### config.mk
export PLATFORM = sky130hd
export DESIGN_NAME = pulse_logic_trigger_qualifier
export DESIGN_NICKNAME = d
export VERILOG_FILES = /design/src/verilog/pulse_logic_trigger_qualifier.v
export VERILOG_INCLUDE_DIRS = /design/src /design/src/verilog
export SDC_FILE = /design/constraint.sdc
export NUM_CORES = 1
export LEC_CHECK = 0
export BUFFER_PORTS_ARGS = -buffer_cell sky130_fd_sc_hd__buf_2
export CAP_MARGIN = 20
export CORE_MARGIN = 4
export CORE_UTILIZATION = 56
export CTS_CLUSTER_DIAMETER = 150
export DETAILED_ROUTE_END_ITERATION = 10
export HOLD_SLACK_MARGIN = 0.06
export PLACE_DENSITY = 0.78
export SYNTH_ARGS = -nofsm -noshare
export SYNTH_HDL_FRONTEND = slang
export SYNTH_SLANG_ARGS = --single-unit
### constraint.sdc
create_clock -name i_sys_clk -period 3.6 [get_ports i_sys_clk]
set_input_delay 0.36 -clock i_sys_clk [delete_from_list [all_inputs] [get_ports i_sys_clk]]
set_output_delay 0.36 -clock i_sys_clk [all_outputs]
set_load 0.1 [all_outputs]
### src/verilog/pltq_defs.vh
`ifndef PLTQ_DEFS_VH
`define PLTQ_DEFS_VH

`define PLTQ_OFF_CTRL 6'h00
`define PLTQ_OFF_LOGIC 6'h04
`define PLTQ_OFF_PULSE 6'h08
`define PLTQ_OFF_GLITCH_W 6'h0C
`define PLTQ_OFF_LOWER_W 6'h10
`define PLTQ_OFF_UPPER_W 6'h14
`define PLTQ_OFF_TIMEOUT_W 6'h18
`define PLTQ_OFF_PATTERN_W 6'h1C
`define PLTQ_OFF_PULSE_THR 6'h20
`define PLTQ_OFF_LOGIC_THR 6'h24
`define PLTQ_OFF_STATUS 6'h28

`define PLTQ_TYPE_EDGE 2'h0
`define PLTQ_TYPE_LOGIC 2'h1
`define PLTQ_TYPE_PULSE 2'h2
`define PLTQ_CLASS_GLITCH 2'h0
`define PLTQ_CLASS_WIDTH 2'h1
`define PLTQ_CLASS_TIMEOUT 2'h2
`define PLTQ_POL_POS 2'h0
`define PLTQ_POL_NEG 2'h1
`define PLTQ_POL_EITHER 2'h2
`define PLTQ_FN_AND 2'h0
`define PLTQ_FN_NAND 2'h1
`define PLTQ_FN_OR 2'h2
`define PLTQ_FN_NOR 2'h3
`define PLTQ_QUAL_OFF 2'h0
`define PLTQ_QUAL_WIDER 2'h1
`define PLTQ_QUAL_NARROWER 2'h2

`define PLTQ_ST_IDLE 2'h0
`define PLTQ_ST_ARMING 2'h1
`define PLTQ_ST_ARMED 2'h2

`define PLTQ_CLK_NS 10
`define PLTQ_WIDTH_MIN_NS 1
`define PLTQ_WIDTH_MAX_NS 1000000000
`define PLTQ_WIDTH_MIN_CYC ((`PLTQ_WIDTH_MIN_NS + `PLTQ_CLK_NS - 1) / `PLTQ_CLK_NS)
`define PLTQ_WIDTH_MAX_CYC (`PLTQ_WIDTH_MAX_NS / `PLTQ_CLK_NS)

`define PLTQ_RST_WIDTH 32'h00000010
`define PLTQ_RST_UPPER 32'h00000020
`define PLTQ_RST_THR 8'h80

`endif

### src/verilog/pulse_logic_trigger_qualifier.v
`timescale 1ns/10ps
`include "pltq_defs.vh"
module pulse_logic_trigger_qualifier #(
  parameter WIDTH_W = 28,
  parameter SAMPLE_W = 8,
  parameter FOUR_CHAN = 1
) (
  // Clock and reset
  input wire i_sys_clk,
  input wire i_rst_b,
  // Avalon-MM slave, byte address
  input wire [5:0] i_avs_address,
  input wire i_avs_read,
  input wire i_avs_write,
  input wire [31:0] i_avs_writedata,
  input wire [3:0] i_avs_byteenable,
  output reg [31:0] o_avs_readdata,
  output reg o_avs_waitrequest,
  // Monitored channels
  input wire [4*SAMPLE_W-1:0] i_chan_sample,
  input wire i_outside_trigger_input,
  // Trigger result
  output reg o_trigger,
  output reg o_armed
);

  localparam [3:0] CHAN_MASK = (FOUR_CHAN != 0) ? 4'hF : 4'h3;
  localparam [WIDTH_W-1:0] CNT_MAX = {WIDTH_W{1'b1}};
  localparam [31:0] MIN_CYC = `PLTQ_WIDTH_MIN_CYC;
  localparam [31:0] MAX_CYC = `PLTQ_WIDTH_MAX_CYC;
  localparam [31:0] RST_W = `PLTQ_RST_WIDTH;
  localparam [31:0] RST_UP = `PLTQ_RST_UPPER;
  // Control
  reg [1:0] trig_type;
  reg [1:0] src_sel;
  reg use_outside;
  reg [1:0] sec_type;
  reg [1:0] arm_st;
  reg trig_seen;
  // Logic setup
  reg [3:0] cond_high;
  reg [3:0] cond_care;
  reg [1:0] log_func;
  reg log_state;
  reg log_slope;
  reg [1:0] log_qual;
  // Pulse setup
  reg [1:0] pul_class;
  reg [1:0] gl_pol;
  reg wd_pol;
  reg to_pol;
  reg narrower_than_select;
  reg wd_outside;
  reg [WIDTH_W-1:0] gl_width;
  reg [WIDTH_W-1:0] lower_width_bound;
  reg [WIDTH_W-1:0] upper_width_bound;
  reg [WIDTH_W-1:0] to_width;
  reg [WIDTH_W-1:0] pat_width;
  reg [SAMPLE_W-1:0] pulse_thr;
  reg [4*SAMPLE_W-1:0] logic_thr;
  // Measurement
  reg lvl_q;
  reg meas_valid;
  reg [WIDTH_W-1:0] cnt;
  reg [3:0] lg_q;
  reg pf_q;
  reg [WIDTH_W-1:0] tcnt;
  // Width limits are held in clock cycles, clamped to the legal range
  function [WIDTH_W-1:0] clamp_width;
    input [31:0] v;
    begin
      if (v < MIN_CYC) begin
        clamp_width = MIN_CYC[WIDTH_W-1:0];
      end else if (v > MAX_CYC) begin
        clamp_width = MAX_CYC[WIDTH_W-1:0];
      end else begin
        clamp_width = v[WIDTH_W-1:0];
      end
    end
  endfunction
  function logic_fn;
    input [3:0] lv;
    input [3:0] hi;
    input [3:0] care;
    input [1:0] fn;
    reg [3:0] met;
    begin
      met = ~(lv ^ hi);
      case (fn)
        `PLTQ_FN_AND: logic_fn = &(met | ~care);
        `PLTQ_FN_NAND: logic_fn = ~(&(met | ~care));
        `PLTQ_FN_OR: logic_fn = |(met & care);
        `PLTQ_FN_NOR: logic_fn = ~(|(met & care));
        default: logic_fn = 1'b0;
      endcase
    end
  endfunction
  function [31:0] pad_width;
    input [WIDTH_W-1:0] w;
    begin
      pad_width = {{(32-WIDTH_W){1'b0}}, w};
    end
  endfunction

  // Register read mux, also the base for byte-enable merging
  reg [31:0] rd_word;
  always @* begin
    case (i_avs_address)
      `PLTQ_OFF_CTRL: rd_word = {22'h0, sec_type, 1'b0, use_outside, src_sel, trig_type, 2'h0};
      `PLTQ_OFF_LOGIC: rd_word = {18'h0, log_qual, log_slope, log_state, log_func,
                                  cond_care, cond_high};
      `PLTQ_OFF_PULSE: rd_word = {24'h0, wd_outside, narrower_than_select, to_pol, wd_pol,
                                  gl_pol, pul_class};
      `PLTQ_OFF_GLITCH_W: rd_word = pad_width(gl_width);
      `PLTQ_OFF_LOWER_W: rd_word = pad_width(lower_width_bound);
      `PLTQ_OFF_UPPER_W: rd_word = pad_width(upper_width_bound);
      `PLTQ_OFF_TIMEOUT_W: rd_word = pad_width(to_width);
      `PLTQ_OFF_PATTERN_W: rd_word = pad_width(pat_width);
      `PLTQ_OFF_PULSE_THR: rd_word = {{(32-SAMPLE_W){1'b0}}, pulse_thr};
      `PLTQ_OFF_LOGIC_THR: rd_word = logic_thr[31:0];
      `PLTQ_OFF_STATUS: rd_word = {26'h0, meas_valid, lvl_q, (FOUR_CHAN != 0), trig_seen,
                                   arm_st};
      default: rd_word = 32'h00000000;
    endcase
  end

  wire [31:0] be_mask = {{8{i_avs_byteenable[3]}}, {8{i_avs_byteenable[2]}},
                         {8{i_avs_byteenable[1]}}, {8{i_avs_byteenable[0]}}};
  wire [31:0] wr_word = (rd_word & ~be_mask) | (i_avs_writedata & be_mask);
  // A write lands at the edge where waitrequest is seen low
  wire wr_go = i_avs_write & ~o_avs_waitrequest;
  wire cfg_change = wr_go & (i_avs_address != `PLTQ_OFF_STATUS);
  wire arm_cmd = wr_go & (i_avs_address == `PLTQ_OFF_CTRL) & wr_word[0];
  wire disarm_cmd = wr_go & (i_avs_address == `PLTQ_OFF_CTRL) & wr_word[1];
  // Partial measurements are dropped on reconfiguration and while arming
  wire meas_clr = cfg_change | (arm_st == `PLTQ_ST_ARMING);

  // Avalon handshake: one wait state, then the answer
  always @(posedge i_sys_clk or negedge i_rst_b) begin
    if (!i_rst_b) begin
      o_avs_waitrequest <= 1'b1;
      o_avs_readdata <= 32'h00000000;
    end else if ((i_avs_read | i_avs_write) & o_avs_waitrequest) begin
      o_avs_waitrequest <= 1'b0;
      o_avs_readdata <= i_avs_read ? rd_word : o_avs_readdata;
    end else begin
      o_avs_waitrequest <= 1'b1;
    end
  end

  // Configuration registers
  always @(posedge i_sys_clk or negedge i_rst_b) begin
    if (!i_rst_b) begin
      trig_type <= `PLTQ_TYPE_EDGE;
      src_sel <= 2'h0;
      use_outside <= 1'b0;
      sec_type <= `PLTQ_TYPE_EDGE;
      cond_high <= 4'h0;
      cond_care <= 4'h0;
      log_func <= `PLTQ_FN_AND;
      log_state <= 1'b0;
      log_slope <= 1'b0;
      log_qual <= `PLTQ_QUAL_OFF;
      pul_class <= `PLTQ_CLASS_GLITCH;
      gl_pol <= `PLTQ_POL_POS;
      wd_pol <= 1'b0;
      to_pol <= 1'b0;
      narrower_than_select <= 1'b0;
      wd_outside <= 1'b0;
      gl_width <= RST_W[WIDTH_W-1:0];
      lower_width_bound <= RST_W[WIDTH_W-1:0];
      upper_width_bound <= RST_UP[WIDTH_W-1:0];
      to_width <= RST_W[WIDTH_W-1:0];
      pat_width <= RST_W[WIDTH_W-1:0];
      pulse_thr <= `PLTQ_RST_THR;
      logic_thr <= {4{`PLTQ_RST_THR}};
    end else if (wr_go) begin
      case (i_avs_address)
        `PLTQ_OFF_CTRL: begin
          if (wr_word[3:2] != 2'h3) begin
            trig_type <= wr_word[3:2];
          end
          src_sel <= wr_word[5:4];
          use_outside <= wr_word[6];
          if (wr_word[9:8] == `PLTQ_TYPE_EDGE) begin
            sec_type <= wr_word[9:8];
          end
        end
        `PLTQ_OFF_LOGIC: begin
          cond_high <= wr_word[3:0];
          cond_care <= wr_word[7:4];
          log_func <= wr_word[9:8];
          log_state <= wr_word[10] & (FOUR_CHAN != 0);
          log_slope <= wr_word[11];
          if (wr_word[13:12] != 2'h3) begin
            log_qual <= wr_word[13:12];
          end
        end
        `PLTQ_OFF_PULSE: begin
          if (wr_word[1:0] != 2'h3) begin
            pul_class <= wr_word[1:0];
          end
          if (wr_word[3:2] != 2'h3) begin
            gl_pol <= wr_word[3:2];
          end
          wd_pol <= wr_word[4];
          to_pol <= wr_word[5];
          narrower_than_select <= wr_word[6];
          wd_outside <= wr_word[7];
        end
        `PLTQ_OFF_GLITCH_W: gl_width <= clamp_width(wr_word);
        `PLTQ_OFF_LOWER_W: lower_width_bound <= clamp_width(wr_word);
        `PLTQ_OFF_UPPER_W: upper_width_bound <= clamp_width(wr_word);
        `PLTQ_OFF_TIMEOUT_W: to_width <= clamp_width(wr_word);
        `PLTQ_OFF_PATTERN_W: pat_width <= clamp_width(wr_word);
        `PLTQ_OFF_PULSE_THR: pulse_thr <= wr_word[SAMPLE_W-1:0];
        `PLTQ_OFF_LOGIC_THR: logic_thr <= wr_word[4*SAMPLE_W-1:0];
        default: begin
        end
      endcase
    end
  end

  // Threshold comparators for the logic inputs
  wire [3:0] lg_now;
  genvar gi;
  generate
    for (gi = 0; gi < 4; gi = gi + 1) begin : g_cmp
      assign lg_now[gi] = i_chan_sample[gi*SAMPLE_W +: SAMPLE_W] >
                          logic_thr[gi*SAMPLE_W +: SAMPLE_W];
    end
  endgenerate

  // Pulse source against the one shared threshold
  wire [SAMPLE_W-1:0] src_sample = i_chan_sample[src_sel*SAMPLE_W +: SAMPLE_W];
  wire lvl_now = use_outside ? i_outside_trigger_input : (src_sample > pulse_thr);
  wire edge_seen = lvl_now ^ lvl_q;
  // At an edge the ending pulse was positive when the level had been high
  wire ended_pos = lvl_q;

  reg gl_pol_ok;
  always @* begin
    case (gl_pol)
      `PLTQ_POL_POS: gl_pol_ok = ended_pos;
      `PLTQ_POL_NEG: gl_pol_ok = ~ended_pos;
      `PLTQ_POL_EITHER: gl_pol_ok = 1'b1;
      default: gl_pol_ok = 1'b0;
    endcase
  end

  wire gl_hit = edge_seen & meas_valid & gl_pol_ok &
                (narrower_than_select ? (cnt < gl_width) : (cnt > gl_width));
  wire in_range = (cnt >= lower_width_bound) & (cnt <= upper_width_bound);
  wire wd_hit = edge_seen & meas_valid & (ended_pos ^ wd_pol) &
                (wd_outside ? ~in_range : in_range);
  wire to_short = edge_seen & meas_valid & (ended_pos ^ to_pol) & (cnt < to_width);
  wire to_force = ~edge_seen & meas_valid & (lvl_q ^ to_pol) & (cnt == to_width);

  reg pulse_hit;
  always @* begin
    case (pul_class)
      `PLTQ_CLASS_GLITCH: pulse_hit = gl_hit;
      `PLTQ_CLASS_WIDTH: pulse_hit = wd_hit;
      `PLTQ_CLASS_TIMEOUT: pulse_hit = to_short | to_force;
      default: pulse_hit = 1'b0;
    endcase
  end

  // Logic trigger evaluation; the outside input plays no part here
  wire [3:0] care_eff = cond_care & CHAN_MASK & (log_state ? 4'h7 : 4'hF);
  wire pf_now = logic_fn(lg_now, cond_high, care_eff, log_func);
  wire clk4_edge = log_slope ? (lg_q[3] & ~lg_now[3]) : (~lg_q[3] & lg_now[3]);
  wire state_hit = log_state & clk4_edge & pf_now;
  reg pat_hit;
  always @* begin
    case (log_qual)
      `PLTQ_QUAL_OFF: pat_hit = pf_now & ~pf_q;
      `PLTQ_QUAL_WIDER: pat_hit = pf_now & (tcnt == pat_width);
      `PLTQ_QUAL_NARROWER: pat_hit = ~pf_now & pf_q & (tcnt < pat_width);
      default: pat_hit = 1'b0;
    endcase
  end

  reg any_hit;
  always @* begin
    case (trig_type)
      `PLTQ_TYPE_EDGE: any_hit = meas_valid & edge_seen & lvl_now;
      `PLTQ_TYPE_LOGIC: any_hit = log_state ? state_hit : pat_hit;
      `PLTQ_TYPE_PULSE: any_hit = pulse_hit;
      default: any_hit = 1'b0;
    endcase
  end

  // Width counters saturate so a stuck level never wraps into a match
  always @(posedge i_sys_clk or negedge i_rst_b) begin
    if (!i_rst_b) begin
      lvl_q <= 1'b0;
      meas_valid <= 1'b0;
      cnt <= {WIDTH_W{1'b0}};
      lg_q <= 4'h0;
      pf_q <= 1'b1;
      tcnt <= {WIDTH_W{1'b0}};
    end else begin
      lvl_q <= lvl_now;
      lg_q <= lg_now;
      if (meas_clr) begin
        meas_valid <= 1'b0;
        cnt <= {WIDTH_W{1'b0}};
        pf_q <= 1'b1;
        tcnt <= {WIDTH_W{1'b0}};
      end else begin
        if (edge_seen) begin
          meas_valid <= 1'b1;
          cnt <= {{(WIDTH_W-1){1'b0}}, 1'b1};
        end else if (cnt != CNT_MAX) begin
          cnt <= cnt + 1'b1;
        end
        pf_q <= pf_now;
        if (pf_now & ~pf_q) begin
          tcnt <= {{(WIDTH_W-1){1'b0}}, 1'b1};
        end else if (pf_now & (tcnt != CNT_MAX)) begin
          tcnt <= tcnt + 1'b1;
        end
      end
    end
  end

  // Arm sequence: single shot, back to idle after one trigger
  reg [1:0] next_arm_st;
  always @* begin
    next_arm_st = arm_st;
    case (arm_st)
      `PLTQ_ST_IDLE: begin
        if (arm_cmd) begin
          next_arm_st = `PLTQ_ST_ARMING;
        end
      end
      `PLTQ_ST_ARMING: next_arm_st = `PLTQ_ST_ARMED;
      `PLTQ_ST_ARMED: begin
        if (any_hit & ~meas_clr) begin
          next_arm_st = `PLTQ_ST_IDLE;
        end
      end
      default: next_arm_st = `PLTQ_ST_IDLE;
    endcase
    if (disarm_cmd) begin
      next_arm_st = `PLTQ_ST_IDLE;
    end
  end

  wire fire = (arm_st == `PLTQ_ST_ARMED) & any_hit & ~meas_clr & ~disarm_cmd;

  always @(posedge i_sys_clk or negedge i_rst_b) begin
    if (!i_rst_b) begin
      arm_st <= `PLTQ_ST_IDLE;
      trig_seen <= 1'b0;
      o_trigger <= 1'b0;
      o_armed <= 1'b0;
    end else begin
      arm_st <= next_arm_st;
      o_trigger <= fire;
      o_armed <= (next_arm_st == `PLTQ_ST_ARMED);
      if (fire) begin
        trig_seen <= 1'b1;
      end else if (arm_cmd) begin
        trig_seen <= 1'b0;
      end
    end
  end

endmodule

## Yosys cells after proc, flatten, opt, wreduce, memory -nomap -nowiden

Index checks and enable logic that the tools add are counted.

| operators by class | value |
|---|---|
| add/subtract/negate cells | 2 |
| $lt $le $gt $ge | 13 |
| eq/ne operators | 32 |
| shift operators | 1 |
| mux-type cells | 30 |
| bitwise gates (word level) | 59 |
| reduce and logical (&&, ||, !) cells | 30 |

Operators with widths:

| cell | count |
|---|---|
| $pmux W32 S11 | 1 |
| $mux W28 | 8 |
| $lt A28 B28 Y1 | 3 |
| $and A32 B32 Y32 | 2 |
| $add A28 B1 Y28 const B | 2 |
| $eq A28 B28 Y1 | 2 |
| $ne A28 B28 Y1 const B | 2 |
| $gt A8 B8 Y1 | 5 |
| $gt A32 B27 Y1 const B | 1 |
| $lt A32 B1 Y1 const B | 1 |
| $not A32 Y32 | 1 |
| $or A32 B32 Y32 | 1 |
| $shiftx A32 B6 Y8 | 1 |
| $and A1 B1 Y1 | 31 |
| $ge A28 B28 Y1 | 1 |
| $gt A28 B28 Y1 | 1 |
| $le A28 B28 Y1 | 1 |
| $eq A6 B5 Y1 const B | 4 |
| $reduce_and A2 Y1 | 11 |
| $eq A6 B6 Y1 const B | 3 |
| $eq A2 B2 Y1 const B | 8 |
| $reduce_and A3 Y1 | 5 |
| $logic_not A2 Y1 | 7 |
| $eq A2 B1 Y1 const B | 6 |
| 22 further kinds | 59 |

| storage, ports and cells | value |
|---|---|
| flip-flop bits (word level) | 310 |
| word-level logic and storage cells | 202 |

## Logic depth before layout (Yosys ltp)

Gate-level depths: netlist of run 1.

| logic depth | value |
|---|---|
| depth in word-level cells | 18 |
| mapped depth | 16 |

## Worst setup path after synthesis of run 1

No wires, ideal clock.

| timing | value |
|---|---|
| path kind | register -> register |
| from | register src_sel[0] |
| to | register arm_st[1] |
| setup time | 0.119 ns |
| arrival time | 3.490 ns |
| path slack | -0.010 ns |
| cell stages (with the launch flop) | 14 |
| buffers on the path | 1 |
| period minus slack after synthesis | 3.610 ns |
| path through | dfrtp_1 > clkbuf_1 > mux4_2 > ha_1 > and4_1 > or3b_2 > a21oi_1 > a221o_1 > xor2_1 > nand4_1 > o311ai_0 > nor2_1 > and4b_1 > o21ba_2 |

| on the way | value |
|---|---|
| longest elaborated chain between the ends | 15 |
| elaborated cells on any way between the ends | 23 |
| those cells by class | 1 x order compare; 1 x shift; 6 x mux; 15 x bitwise |

Ends and longest elaborated chain:

| what | RTL line | text |
|---|---|---|
| start: declaration | pulse_logic_trigger_qualifier.v:35 | `reg [1:0] src_sel;` |
| start signal: assignment | pulse_logic_trigger_qualifier.v:183 | `src_sel <= wr_word[5:4];` |
| $shiftx A32 B6 Y8 * | pulse_logic_trigger_qualifier.v:235 | `wire [SAMPLE_W-1:0] src_sample = i_chan_sample[src_sel*SAMPLE_W +: SAMPLE_W];` |
| $gt A8 B8 Y1 * | pulse_logic_trigger_qualifier.v:236 | `wire lvl_now = use_outside ? i_outside_trigger_input : (src_sample > pulse_thr);` |
| $mux W1 * | pulse_logic_trigger_qualifier.v:236 |  |
| named net lvl_now | pulse_logic_trigger_qualifier.v:236 |  |
| $xor A1 B1 Y1 | pulse_logic_trigger_qualifier.v:237 | `wire edge_seen = lvl_now ^ lvl_q;` |
| $not A1 Y1 | pulse_logic_trigger_qualifier.v:257 | `wire to_force = ~edge_seen & meas_valid & (lvl_q ^ to_pol) & (cnt == to_width);` |
| $and A1 B1 Y1 (3 in series) | pulse_logic_trigger_qualifier.v:257 |  |
| $or A1 B1 Y1 | pulse_logic_trigger_qualifier.v:264 | `` `PLTQ_CLASS_TIMEOUT: pulse_hit = to_short \| to_force; `` |
| $pmux W1 S3 | pulse_logic_trigger_qualifier.v:261 | `case (pul_class)` |
| $pmux W1 S3 * | pulse_logic_trigger_qualifier.v:286 | `case (trig_type)` |
| $and A1 B1 Y1 * | pulse_logic_trigger_qualifier.v:340 | `if (any_hit & ~meas_clr) begin` |
| $mux W2 * | pulse_logic_trigger_qualifier.v:340 |  |
| $pmux W2 S3 * | pulse_logic_trigger_qualifier.v:332 | `case (arm_st)` |
| $mux W2 * | pulse_logic_trigger_qualifier.v:346 | `if (disarm_cmd) begin` |
| named net next_arm_st[1] | pulse_logic_trigger_qualifier.v:329 | `reg [1:0] next_arm_st;` |
| end signal: assignment | pulse_logic_trigger_qualifier.v:355 | `` arm_st <= `PLTQ_ST_IDLE; `` |
| end signal: assignment | pulse_logic_trigger_qualifier.v:360 | `arm_st <= next_arm_st;` |
| end: declaration | pulse_logic_trigger_qualifier.v:38 | `reg [1:0] arm_st;` |

Mark *: on every way through the listed nets, which the timed path passes. The rest lies on a longest branch.
A chain may end at the register's enable or synchronous reset.

## Final worst setup path of run 1

Ends and elaborated chain as after synthesis.

==> results of run 1 <==
## worst max-delay path, cell delays in order (launching register included)
cell and delay [ns]:
dfrtp_2 0.39, buf_6 0.15, mux4_2 0.54, ha_4 0.27, buf_4 0.14, a21oi_1 0.13, o21ai_0 0.17, a221o_1 0.45
buf_6 0.16, buf_6 0.11, nand2_2 0.05, nor2_1 0.05, o211a_1 0.25, a222oi_1 0.34, and4b_2 0.37, o21ba_4 0.14
## kinds of logic (layout without fill, tap and decap cells)
| family | count (synthesis) | count (layout) | share of synthesized area, % |
|---|---|---|---|
| simple gates | 786 | 786 | 19.8 |
| compound gates | 561 | 561 | 17.3 |
| flops | 307 | 307 | 39.2 |
| buf+inv | 301 | 651 | 6.04 |
| fa+ha+maj | 182 | 182 | 11.6 |
| mux | 75 | 75 | 4.81 |
| xor+xnor | 28 | 28 | 1.25 |
## registers in the layout, indices dropped and copies added, names as in the netlist, 4 cells and up
register and cells:
cond_care 4, cnt 28, pulse_thr 8, lower_width_bound 28
logic_thr 32, tcnt 28, gl_width 28, pat_width 28
upper_width_bound 28, to_width 28, cond_high 4, o_avs_readdata 32
## cell type report
class / count / share of cell area [%]
multi-input combinational: 1632 / 45.8
sequential: 307 / 31.9
clock buffer: 49 / 4.22
timing repair buffer: 389 / 12.1
tap: 455 / 2.36
inverter: 199 / 3.09
clock inverter: 14 / 0.627
## synth_stat cells, drive strengths merged (6+ instances only)
library cell	number	share of area [%]
nand4	59	1.9
a221oi	10	0.45
nand2	297	5.7
nand3b	22	0.84
a22oi	19	0.73
nand2b	34	1.1
mux2i	32	1.6
dfrtp	295	38
o211ai	11	0.42
dfstp	12	1.6
a21oi	147	3.7
mux2	31	1.8
or3b	10	0.45
xnor2	11	0.49
o22ai	6	0.19
o41ai	8	0.36
clkbuf	74	1.4
a21o	17	0.65
a21boi	6	0.23
ha	182	12
nand3	93	2.4
nor4	25	0.80
nor2	114	2.2
inv	198	3.8
mux4	12	1.4
a31oi	10	0.32
nor2b	20	0.64
and3	10	0.32
or2	9	0.33
and4	7	0.31
buf	28	0.82
a211oi	7	0.27
or3	9	0.29
o21ai	239	6.2
or4	19	0.73
nor3	35	0.95
xor2	17	0.76
o32ai	10	0.45
o31ai	18	0.69
a22o	8	0.36
and2	10	0.32
## per-stage QoR
step                      total power [W]  std cells  worst slack [ns]
after detailed placement          0.00628       2966            -0.739
final                              0.0102       3045            -0.160
after global placement            0.00620       2966            -0.639
after CTS                          0.0100       3040           -0.0845
after global routing               0.0106       3045            -0.237
after floorplan                   0.00527       2240           0.00368
## worst max path at each step
stage	startpoint	end	slack, ns
after global routing	src_sel[0]	o_armed	-0.24
after detailed placement	i_avs_address[2]	lower_width_bound[23]	-0.74
final	src_sel[0]	arm_st[1]	-0.16
after global placement	i_avs_address[2]	pat_width[21]	-0.64
after CTS	src_sel[0]	arm_st[1]	-0.08
after floorplan	i_avs_address[4]	lower_width_bound[5]	0.004
## report_power, final
| part | total (W) | leakage, nW | internal (W) | switching, W |
|---|---|---|---|---|
| clock network | 0.00368 | 0.573 | 0.00214 | 0.00154 |
| logic | 0.00248 | 6.38 | 0.000986 | 0.00149 |
| registers | 0.00405 | 4.12 | 0.00370 | 0.000342 |
## cell usage in the layout (no fill, tap or decap), drive strengths merged, types with 18 or more instances in the layout
master | synthesis | final
nor2b | 20 | 20
nor3 | 35 | 35
nor4 | 25 | 25
nand3 | 93 | 93
dfrtp | 295 | 295
clkbuf | 74 | 51
a22oi | 19 | 19
nand2 | 297 | 297
ha | 182 | 182
nand4 | 59 | 59
a21oi | 147 | 147
mux2 | 31 | 31
or4 | 19 | 19
nand3b | 22 | 22
nand2b | 34 | 34
buf | 28 | 382
inv | 198 | 200
o21ai | 239 | 239
mux2i | 32 | 32
o31ai | 18 | 18
nor2 | 114 | 114
## metal layers
layer / up-vias / GRT usage [%] / routed length (µm)
li1: 8665 / - / -
met1: 9310 / 49.6 / 27800
met2: 1244 / 55.2 / 31300
met5: - / 0 / 0
met3: 194 / 10.2 / 9000
met4: 0 / 12.7 / 3040
## what timing repair did
item | in CTS | in global routing
setup buffers | 6 | 2
pin swaps | 11 | 10
hold buffers | 5 | 0
endpoints found under the setup margin | 121 | 169
resized for setup | 31 | 44
gates cloned | 1 | 3
endpoints found under the hold margin | 103 | 0
==> results.md, run 1 <==
- Syn Inst Count: 2240
- CTS H-Tree Depth: 2
- Area Growth Syn to Fin: 23.0%
- Worst Setup Start Kind: register
- RSZ-0062 raised after global routing: yes
- Netlist Area Pre-Place: 0.0196 mm²
- Worst Tran Pin Value: 1.06 ns
- Status: finished with violations
- Full die area: 0.0381 mm²
- Critical path class: register to register
- Dpl hpwl: 54500 µm
- Final WL: 71200 µm
- Max-slew headroom: 29.0%
- Critical R2R Capture: arm_st[1]
- Async S/R FF share, synth: 100%
- # diodes: 0
- CTS max path bufs: 3
- Hold slack: 0.144 ns
- Via Count: 19413
- Flop and latch count out of synthesis: 307
- Fmax achieved: 266 MHz
- Max Slew Vio Count: 0
- Final count of hold timing violations: 0
- Initial antenna violation count: 0
- Req. time, crit path: 4.10 ns
- Area of the multi-input gates: 0.0111 mm²
- Gr ovfl total: 0
- Max_cap viols: 0
- R2R depth: 15
- Syn Nets: 2501
- Failing checks: negative setup slack
- Cell Area, Placed: 0.0225 mm²
- Root Buffer: clkbuf_16
- Wire length per cell: 23.4 µm
- Layout cell share with drive strength beyond 1: 22.3%
- Synth warn: 0
- CTS tree: done
- Critical Path End Type: register
- Sequential area share after synthesis: 39.2%
- Clock sinks: 307
- Worst Path Arrival: 4.26 ns
- Die H: 195 µm
- DRC: 0
- Vias in the first global route: 18632
- Final Util: 69.9%
- Die width: 195 µm
- Drt pass-1 iters: 7
- CORE AREA: 0.0345 mm²
- R2r startpoint: src_sel[0]
- Via density: 6.38
- Setup violators final: 4
- Leakage power: 11.1 nW
- Hold_sp: i_avs_writedata[29]
- Setup TNS: -0.599 ns
- Crit path max fanout: 5
- First-pass GRT wire length: 108000 µm
- Final setup margin: -0.160 ns
- Number of buffers added on ports: 113
- Site Rows: 68
- R2R setup slack: -0.16 ns
- Cts bufs inserted: 35
- Total Routing Usage GR: 36.1%
- Max IR drop VDD: 361 µV
- Post-route cell area: 0.0242 mm²
- Gpl congestion: 1.09
- Largest net degree at the start of global routing: 109
- Filler Cell Count: 2656
- Main synth FF type: dfrtp_1
- Worst-skew pair later-pin latency: 0.56 ns
- Layout Skew: 0.0288 ns
- Period utilization: 104%
- Hold Crit Class: primary input to register
- Avg Inst Size Synth: 8.76 µm²
- # IOs: 114
- Seq. cell area: 0.00770 mm²
- Fin nets: 2825
- Power Density: 422 mW/mm²
- Cell variety after synth: 82
- First DRT Iteration DRCs: 2233
- Final min period: 3.76 ns
- Starting density of the core: 56.8%
- Hold path depth: 3
- Hold endpoint: logic_thr[29]
- Routed Antenna Nets: 0
- Number of flops mapped to enable cells by yosys: 0
- Reg clk slew, reported paths: 0.06 ns
Note: power is estimated with default switching activity, not from simulation.
==> inputs of run 2 (changes only) <==
--- a/config.mk
+++ b/config.mk
@@ -11,9 +11,11 @@
 export CORE_MARGIN = 4
 export CORE_UTILIZATION = 56
 export CTS_CLUSTER_DIAMETER = 150
+export CTS_CLUSTER_SIZE = 8
 export DETAILED_ROUTE_END_ITERATION = 10
 export HOLD_SLACK_MARGIN = 0.06
 export PLACE_DENSITY = 0.78
+export SKIP_CTS_REPAIR_TIMING = 1
 export SYNTH_ARGS = -nofsm -noshare
 export SYNTH_HDL_FRONTEND = slang
 export SYNTH_SLANG_ARGS = --single-unit
==> run 2 against run 1 <==
Against the previous run: the flow still finishes with violations (negative setup slack); die area unchanged; fmax decreased by 1.7%; global-route usage decreased by 0.20 points; non-clock buffer count decreased by 6; first-iteration DRC count increased by 2.3%; design area decreased by 0.11%; highest routed layer is now met5; register-to-register slack got worse by 0.07 ns; core utilization decreased by 0.080 points; sequential power about the same; worst hold slack got worse by 0.092 ns; routed wire length decreased by 0.56%; largest cell class unchanged.
==> results.md, run 2 (synthesized netlist as in run 1, its figures left out) <==
- Status: finished with violations
- Failing checks: negative setup slack
- Leakage power: 11.0 nW (-0.30%)
- Top flop regs: logic_thr: 32 flops, o_avs_readdata: 32 flops
- Power Total: 0.0102 W (+0.32%)
- Total Routing Usage GR: 35.9% (-0.20 points)
- CTS H-Tree Depth: 2 (unchanged)
- Max Slew Vio Count: 0 (unchanged)
- Routed Antenna Nets: 0 (unchanged)
- Max IR drop VDD: 495 µV (+37%)
- Final Util: 69.8% (-0.080 points)
- # IOs: 114 (unchanged)
- Gpl congestion: 1.09 (unchanged)
- Full die area: 0.0381 mm² (unchanged)
- R2R depth: 15 (unchanged)
- Clock sinks: 307 (unchanged)
- Max_cap viols: 0 (unchanged)
- Worst Setup Start Kind: register
- Via density: 6.39 (+0.19%)
- Final count of hold timing violations: 0 (unchanged)
- Via Count: 19475 (+0.32%)
- Req. time, crit path: 4.10 ns (about the same)
- First-pass GRT wire length: 107000 µm (-0.65%)
- Number of buffers added on ports: 113 (unchanged)
- Critical Path End Type: register
- Starting density of the core: 56.8% (unchanged)
- Final setup margin: -0.226 ns (-0.0662 ns)
- Critical path class: register to register
- Die H: 195 µm (unchanged)
- Largest net degree at the start of global routing: 109 (unchanged)
- CP startpoint: src_sel[0]
- R2r startpoint: src_sel[0]
- R2R setup slack: -0.23 ns (-0.07 ns)
- Hold Crit Class: primary input to register
- Commonest non-fill, non-tap cell in the layout: nand2_1
- Setup violators final: 4 (unchanged)
- Root Buffer: clkbuf_16
- Hold_sp: i_avs_write
- Commonest non-fill, non-tap cells in the layout: 295 x nand2_1, 294 x dfrtp_1, 247 x buf_4
- Area Growth Syn to Fin: 22.9%
- CORE AREA: 0.0345 mm² (unchanged)
- Dpl hpwl: 54500 µm (unchanged)
- CTS tree: done
- Die width: 195 µm (unchanged)
- Final WL: 70800 µm (-0.56%)
- Fmax achieved: 261 MHz (-1.7%)
- Worst-skew pair later-pin latency: 0.57 ns (about the same)
- Worst Tran Pin Value: 1.08 ns (+0.0187 ns)
- Site Rows: 68 (unchanged)
- Worst Path Arrival: 4.33 ns (+0.07 ns)
- Gr ovfl total: 0 (unchanged)
- Fin nets: 2828 (+0.11%)
- Wire length per cell: 23.2 µm (-0.69%)
- First DRT Iteration DRCs: 2284 (+2.3%)
- Drt pass-1 iters: 6 (-1)
- Max-slew headroom: 27.7% (-1.2 points)
- Power Density: 424 mW/mm² (+0.44%)
- Vias in the first global route: 18696 (+0.34%)
- Layout cell share with drive strength beyond 1: 21.6% (-0.64 points)
- Cts bufs inserted: 44 (+26%)
- Hold path depth: 2 (-1)
- DRC: 0 (unchanged)
- CTS max path bufs: 3 (unchanged)
- RSZ-0062 raised after global routing: yes
- Final min period: 3.83 ns (+0.0662 ns)
- Initial antenna violation count: 2 (+2)
- Crit path max fanout: 4 (-1)
- Layout Skew: 0.0223 ns (-0.00646 ns)
- Reg clk slew, reported paths: 0.05 ns (about the same)
- Period utilization: 106% (+1.8 points)
run 2: per-stage QoR:
step	worst slack, ns	hold slack, ns	instance area [µm²]	TNS, ns	std cells
after floorplan	0.00368	0.0644	19600	0	2240
after global placement	-0.639	0.458	22500	-67.90	2966
after global routing	-0.242	0.0608	24100	-0.993	3048
after detailed placement	-0.739	0.465	22500	-79.16	2966
final	-0.226	0.0521	24100	-0.878	3049
after CTS	-0.310	-0.112	23700	-13.42	3038
run 2: power by group:
| part | internal (W) | switching (W) | leakage, nW |
|---|---|---|---|
| combinational | 0.000942 | 0.00145 | 6.34 |
| sequential | 0.00371 | 0.000341 | 4.12 |
| clock | 0.00225 | 0.00154 | 0.583 |
run 2: cell type report:
class | count | area [µm²]
multi-input cells | 1632 | 11000
fillers | 2682 | 10400
flip-flops and latches | 307 | 7700
repair buffers | 383 | 2840
clock buffers | 69 | 1190
inverters | 199 | 747
well taps | 455 | 569
clock inverters | 3 | 32.5
diodes | 1 | 2.50
run 2: path summary, 6_finish.rpt:
path | to
worst max-delay path | arm_st[1]
worst min-delay path | o_avs_waitrequest
worst max register to register | arm_st[1]
worst min register to register | o_avs_readdata[31]
max in group asynchronous | to_width[4]
min in group asynchronous | o_avs_readdata[24]
run 2: routing by layer:
layer / global-route usage [%] / part of all wire (%) / vias up
met5: 0 / 0.023 / -
met4: 13.8 / 4.3 / 2
met3: 10.1 / 12 / 218
met2: 54.8 / 44 / 1269
met1: 49.0 / 39 / 9305
li1: - / - / 8681
run 2: worst max-delay path, stage by stage (launching register included):
cell       delay, ns
dfrtp_2         0.41
clkbuf_16       0.16
mux4_2          0.55
ha_4            0.30
and4_1          0.23
or3b_4          0.14
a21oi_2         0.03
a221o_2         0.40
buf_6           0.16
buf_6           0.11
nand2_2         0.05
nor2_1          0.04
o211a_1         0.24
a222oi_1        0.39
and4b_2         0.39
o21ba_4         0.14
==> inputs of run 3 (changes only) <==
--- a/config.mk
+++ b/config.mk
@@ -13,7 +13,7 @@
 export CTS_CLUSTER_DIAMETER = 150
 export CTS_CLUSTER_SIZE = 8
 export DETAILED_ROUTE_END_ITERATION = 10
-export HOLD_SLACK_MARGIN = 0.06
+export HOLD_SLACK_MARGIN = 0.12
 export PLACE_DENSITY = 0.78
 export SKIP_CTS_REPAIR_TIMING = 1
 export SYNTH_ARGS = -nofsm -noshare
==> run 3 against run 2 <==
Against the previous run: the run still ends with negative setup slack left; critical path depth is the same; via count hardly changed; first-iteration DRC count up 4.2%; fmax is 1.5% higher; clock power about the same; worst hold slack improved by 0.075 ns; design area grew 0.14%; critical endpoint unchanged; largest cell class unchanged; highest routed layer unchanged.
==> results.md, run 3 (synthesized netlist as in run 1, its figures left out) <==
- Status: finished with violations
- Failing checks: negative setup slack
- Period utilization: 105% (-1.5 points)
- Clock sinks: 307 (unchanged)
- Largest net degree at the start of global routing: 109 (unchanged)
- Gate power share: 23.4% (about the same)
- Power Total: 0.0102 W (about the same)
- CTS tree: done
- Non-Filler Instances: 3053 (+0.13%)
- Hold slack: 0.127 ns (+0.0753 ns)
- Max-slew headroom: 26.1% (-1.7 points)
- Starting density of the core: 56.8% (unchanged)
- Max IR drop VDD: 496 µV (+0.18%)
- Clock network power share: 37.0% (about the same)
- Initial antenna violation count: 2 (unchanged)
- Wire length per cell: 23.2 µm (about the same)
- Final count of hold timing violations: 0 (unchanged)
- Layout cell share with drive strength beyond 1: 21.6% (-0.025 points)
- Gr ovfl total: 0 (unchanged)
- Top flop regs: logic_thr: 32 flops, o_avs_readdata: 32 flops
- Commonest non-fill, non-tap cells in the layout: 295 x nand2_1, 294 x dfrtp_1, 247 x buf_4
- Reg clk slew, reported paths: 0.05 ns (about the same)
- Pre-CTS WS: -0.739 ns (unchanged)
- CTS H-Tree Depth: 2 (unchanged)
- Max Slew Vio Count: 0 (unchanged)
- Area Growth Syn to Fin: 23.1%
- Setup violators final: 4 (unchanged)
- Power Density: 424 mW/mm² (-0.13%)
- Number of buffers added on ports: 113 (unchanged)
- Via Count: 19462 (-0.067%)
- # IOs: 114 (unchanged)
- First DRT Iteration DRCs: 2381 (+4.2%)
- Fmax achieved: 265 MHz (+1.5%)
- Routed Antenna Nets: 0 (unchanged)
- Req. time, crit path: 4.10 ns (about the same)
- Final min period: 3.77 ns (-0.0558 ns)
- Leakage power: 11.0 nW (+0.11%)
- Commonest non-fill, non-tap cell in the layout: nand2_1
- Worst Tran Pin Value: 1.11 ns (+0.0247 ns)
- Critical Path End Type: register
- Hold Crit Class: primary input to register
- Crit path max fanout: 4 (unchanged)
- Dpl hpwl: 54500 µm (unchanged)
- Max_cap viols: 0 (unchanged)
- RSZ-0062 raised after global routing: yes
- CORE AREA: 0.0345 mm² (unchanged)
- Die H: 195 µm (unchanged)
- Total Routing Usage GR: 35.9% (unchanged)
- CTS max path bufs: 3 (unchanged)
- Net switching power: 0.00333 W (about the same)
- Die width: 195 µm (unchanged)
- Via density: 6.37 (-0.20%)
- Drt pass-1 iters: 6 (unchanged)
- DRC: 0 (unchanged)
- Gpl congestion: 1.09 (unchanged)
- Switching share of total power: 32.5% (about the same)
- Worst Setup Start Kind: register
- First-pass GRT wire length: 107000 µm (unchanged)
- Dpl cells: 2966 (unchanged)
- Sequential power share: 39.6% (about the same)
- Cts bufs inserted: 44 (unchanged)
- Full die area: 0.0381 mm² (unchanged)
- Root Buffer: clkbuf_16
- Vias in the first global route: 18696 (unchanged)
- Layout Skew: 0.0231 ns (+0.000760 ns)
- Site Rows: 68 (unchanged)
- Pint: 0.00691 W (about the same)
- Worst-skew pair later-pin latency: 0.57 ns (about the same)
- Fin nets: 2831 (+0.11%)
- Critical path class: register to register
- Worst Path Arrival: 4.27 ns (-0.06 ns)
- Final WL: 70900 µm (+0.16%)
- Final setup margin: -0.171 ns (+0.0558 ns)
==> run 3: cell count changes in the layout (fill, tap and decap cells not counted), sizes merged <==
cell         delta
dlygate4sd3     +3
diode           +1
==> run 3: area by class of cell <==
cell class                 count  area, µm²
clock buffer                  69       1190
tap                          455        569
sequential                   307       7700
timing repair buffer         386       2870
fill                        2676      10400
multi-input combinational   1632      11000
clock inverter                 3       32.5
inverter                     199        747
antenna                        2       5.00
==> run 3: per-stage QoR <==
step	instance area, µm²	utilization [%]	TNS (ns)
4_1_cts	23700	68.6	-13.42
3_3_place_gp	22500	65.1	-67.90
5_1_grt	24200	69.9	-0.993
2_1_floorplan	19600	-	0
6_report	24200	69.9	-0.648
3_5_place_dp	22500	65.1	-79.16
==> run 3: worst paths after layout <==
check | end | cells past startpoint | from | slack, ns
min in group asynchronous | o_avs_readdata[24] | 2 | i_rst_b | 0.46
hold / removal | logic_thr[29] | 3 | i_avs_writedata[29] | 0.13
setup / recovery | arm_st[1] | 15 | src_sel[0] | -0.17
max in group asynchronous | to_width[4] | 3 | i_rst_b | 2.16
hold reg to reg | o_avs_readdata[31] | 2 | o_avs_readdata[31] | 0.47
setup reg to reg | arm_st[1] | 15 | src_sel[0] | -0.17
==> run 3: routing by layer <==
layer | wire (µm) | vias up | track usage, % | part of all wire [%]
li1 | - | 8683 | - | -
met1 | 27900 | 9296 | 49.0 | 39
met2 | 31100 | 1250 | 54.8 | 44
met3 | 8740 | 231 | 10.1 | 12
met4 | 3150 | 2 | 13.8 | 4.4
met5 | 16 | - | 0 | 0.023
==> run 3: power groups by stage <==
stage / Combinational, W / Clock, W / Sequential [W]
2_1_floorplan: 0.00119 / 0 / 0.00408
3_3_place_gp: 0.00213 / 0 / 0.00407
3_5_place_dp: 0.00221 / 0 / 0.00407
4_1_cts: 0.00222 / 0.00381 / 0.00402
5_1_grt: 0.00260 / 0.00395 / 0.00407
6_report: 0.00240 / 0.00378 / 0.00405
==> run 3: worst max-delay path, stage by stage, from the launching register on <==
cell and delay [ns]:
dfrtp_2 0.41, clkbuf_16 0.16, mux4_2 0.55, ha_4 0.30, and4_1 0.23, or3b_4 0.14, a21oi_2 0.03, a221o_2 0.39
buf_6 0.16, buf_6 0.11, nand2_2 0.05, nor2_1 0.04, o211a_1 0.25, a222oi_1 0.35, and4b_2 0.38, o21ba_4 0.14
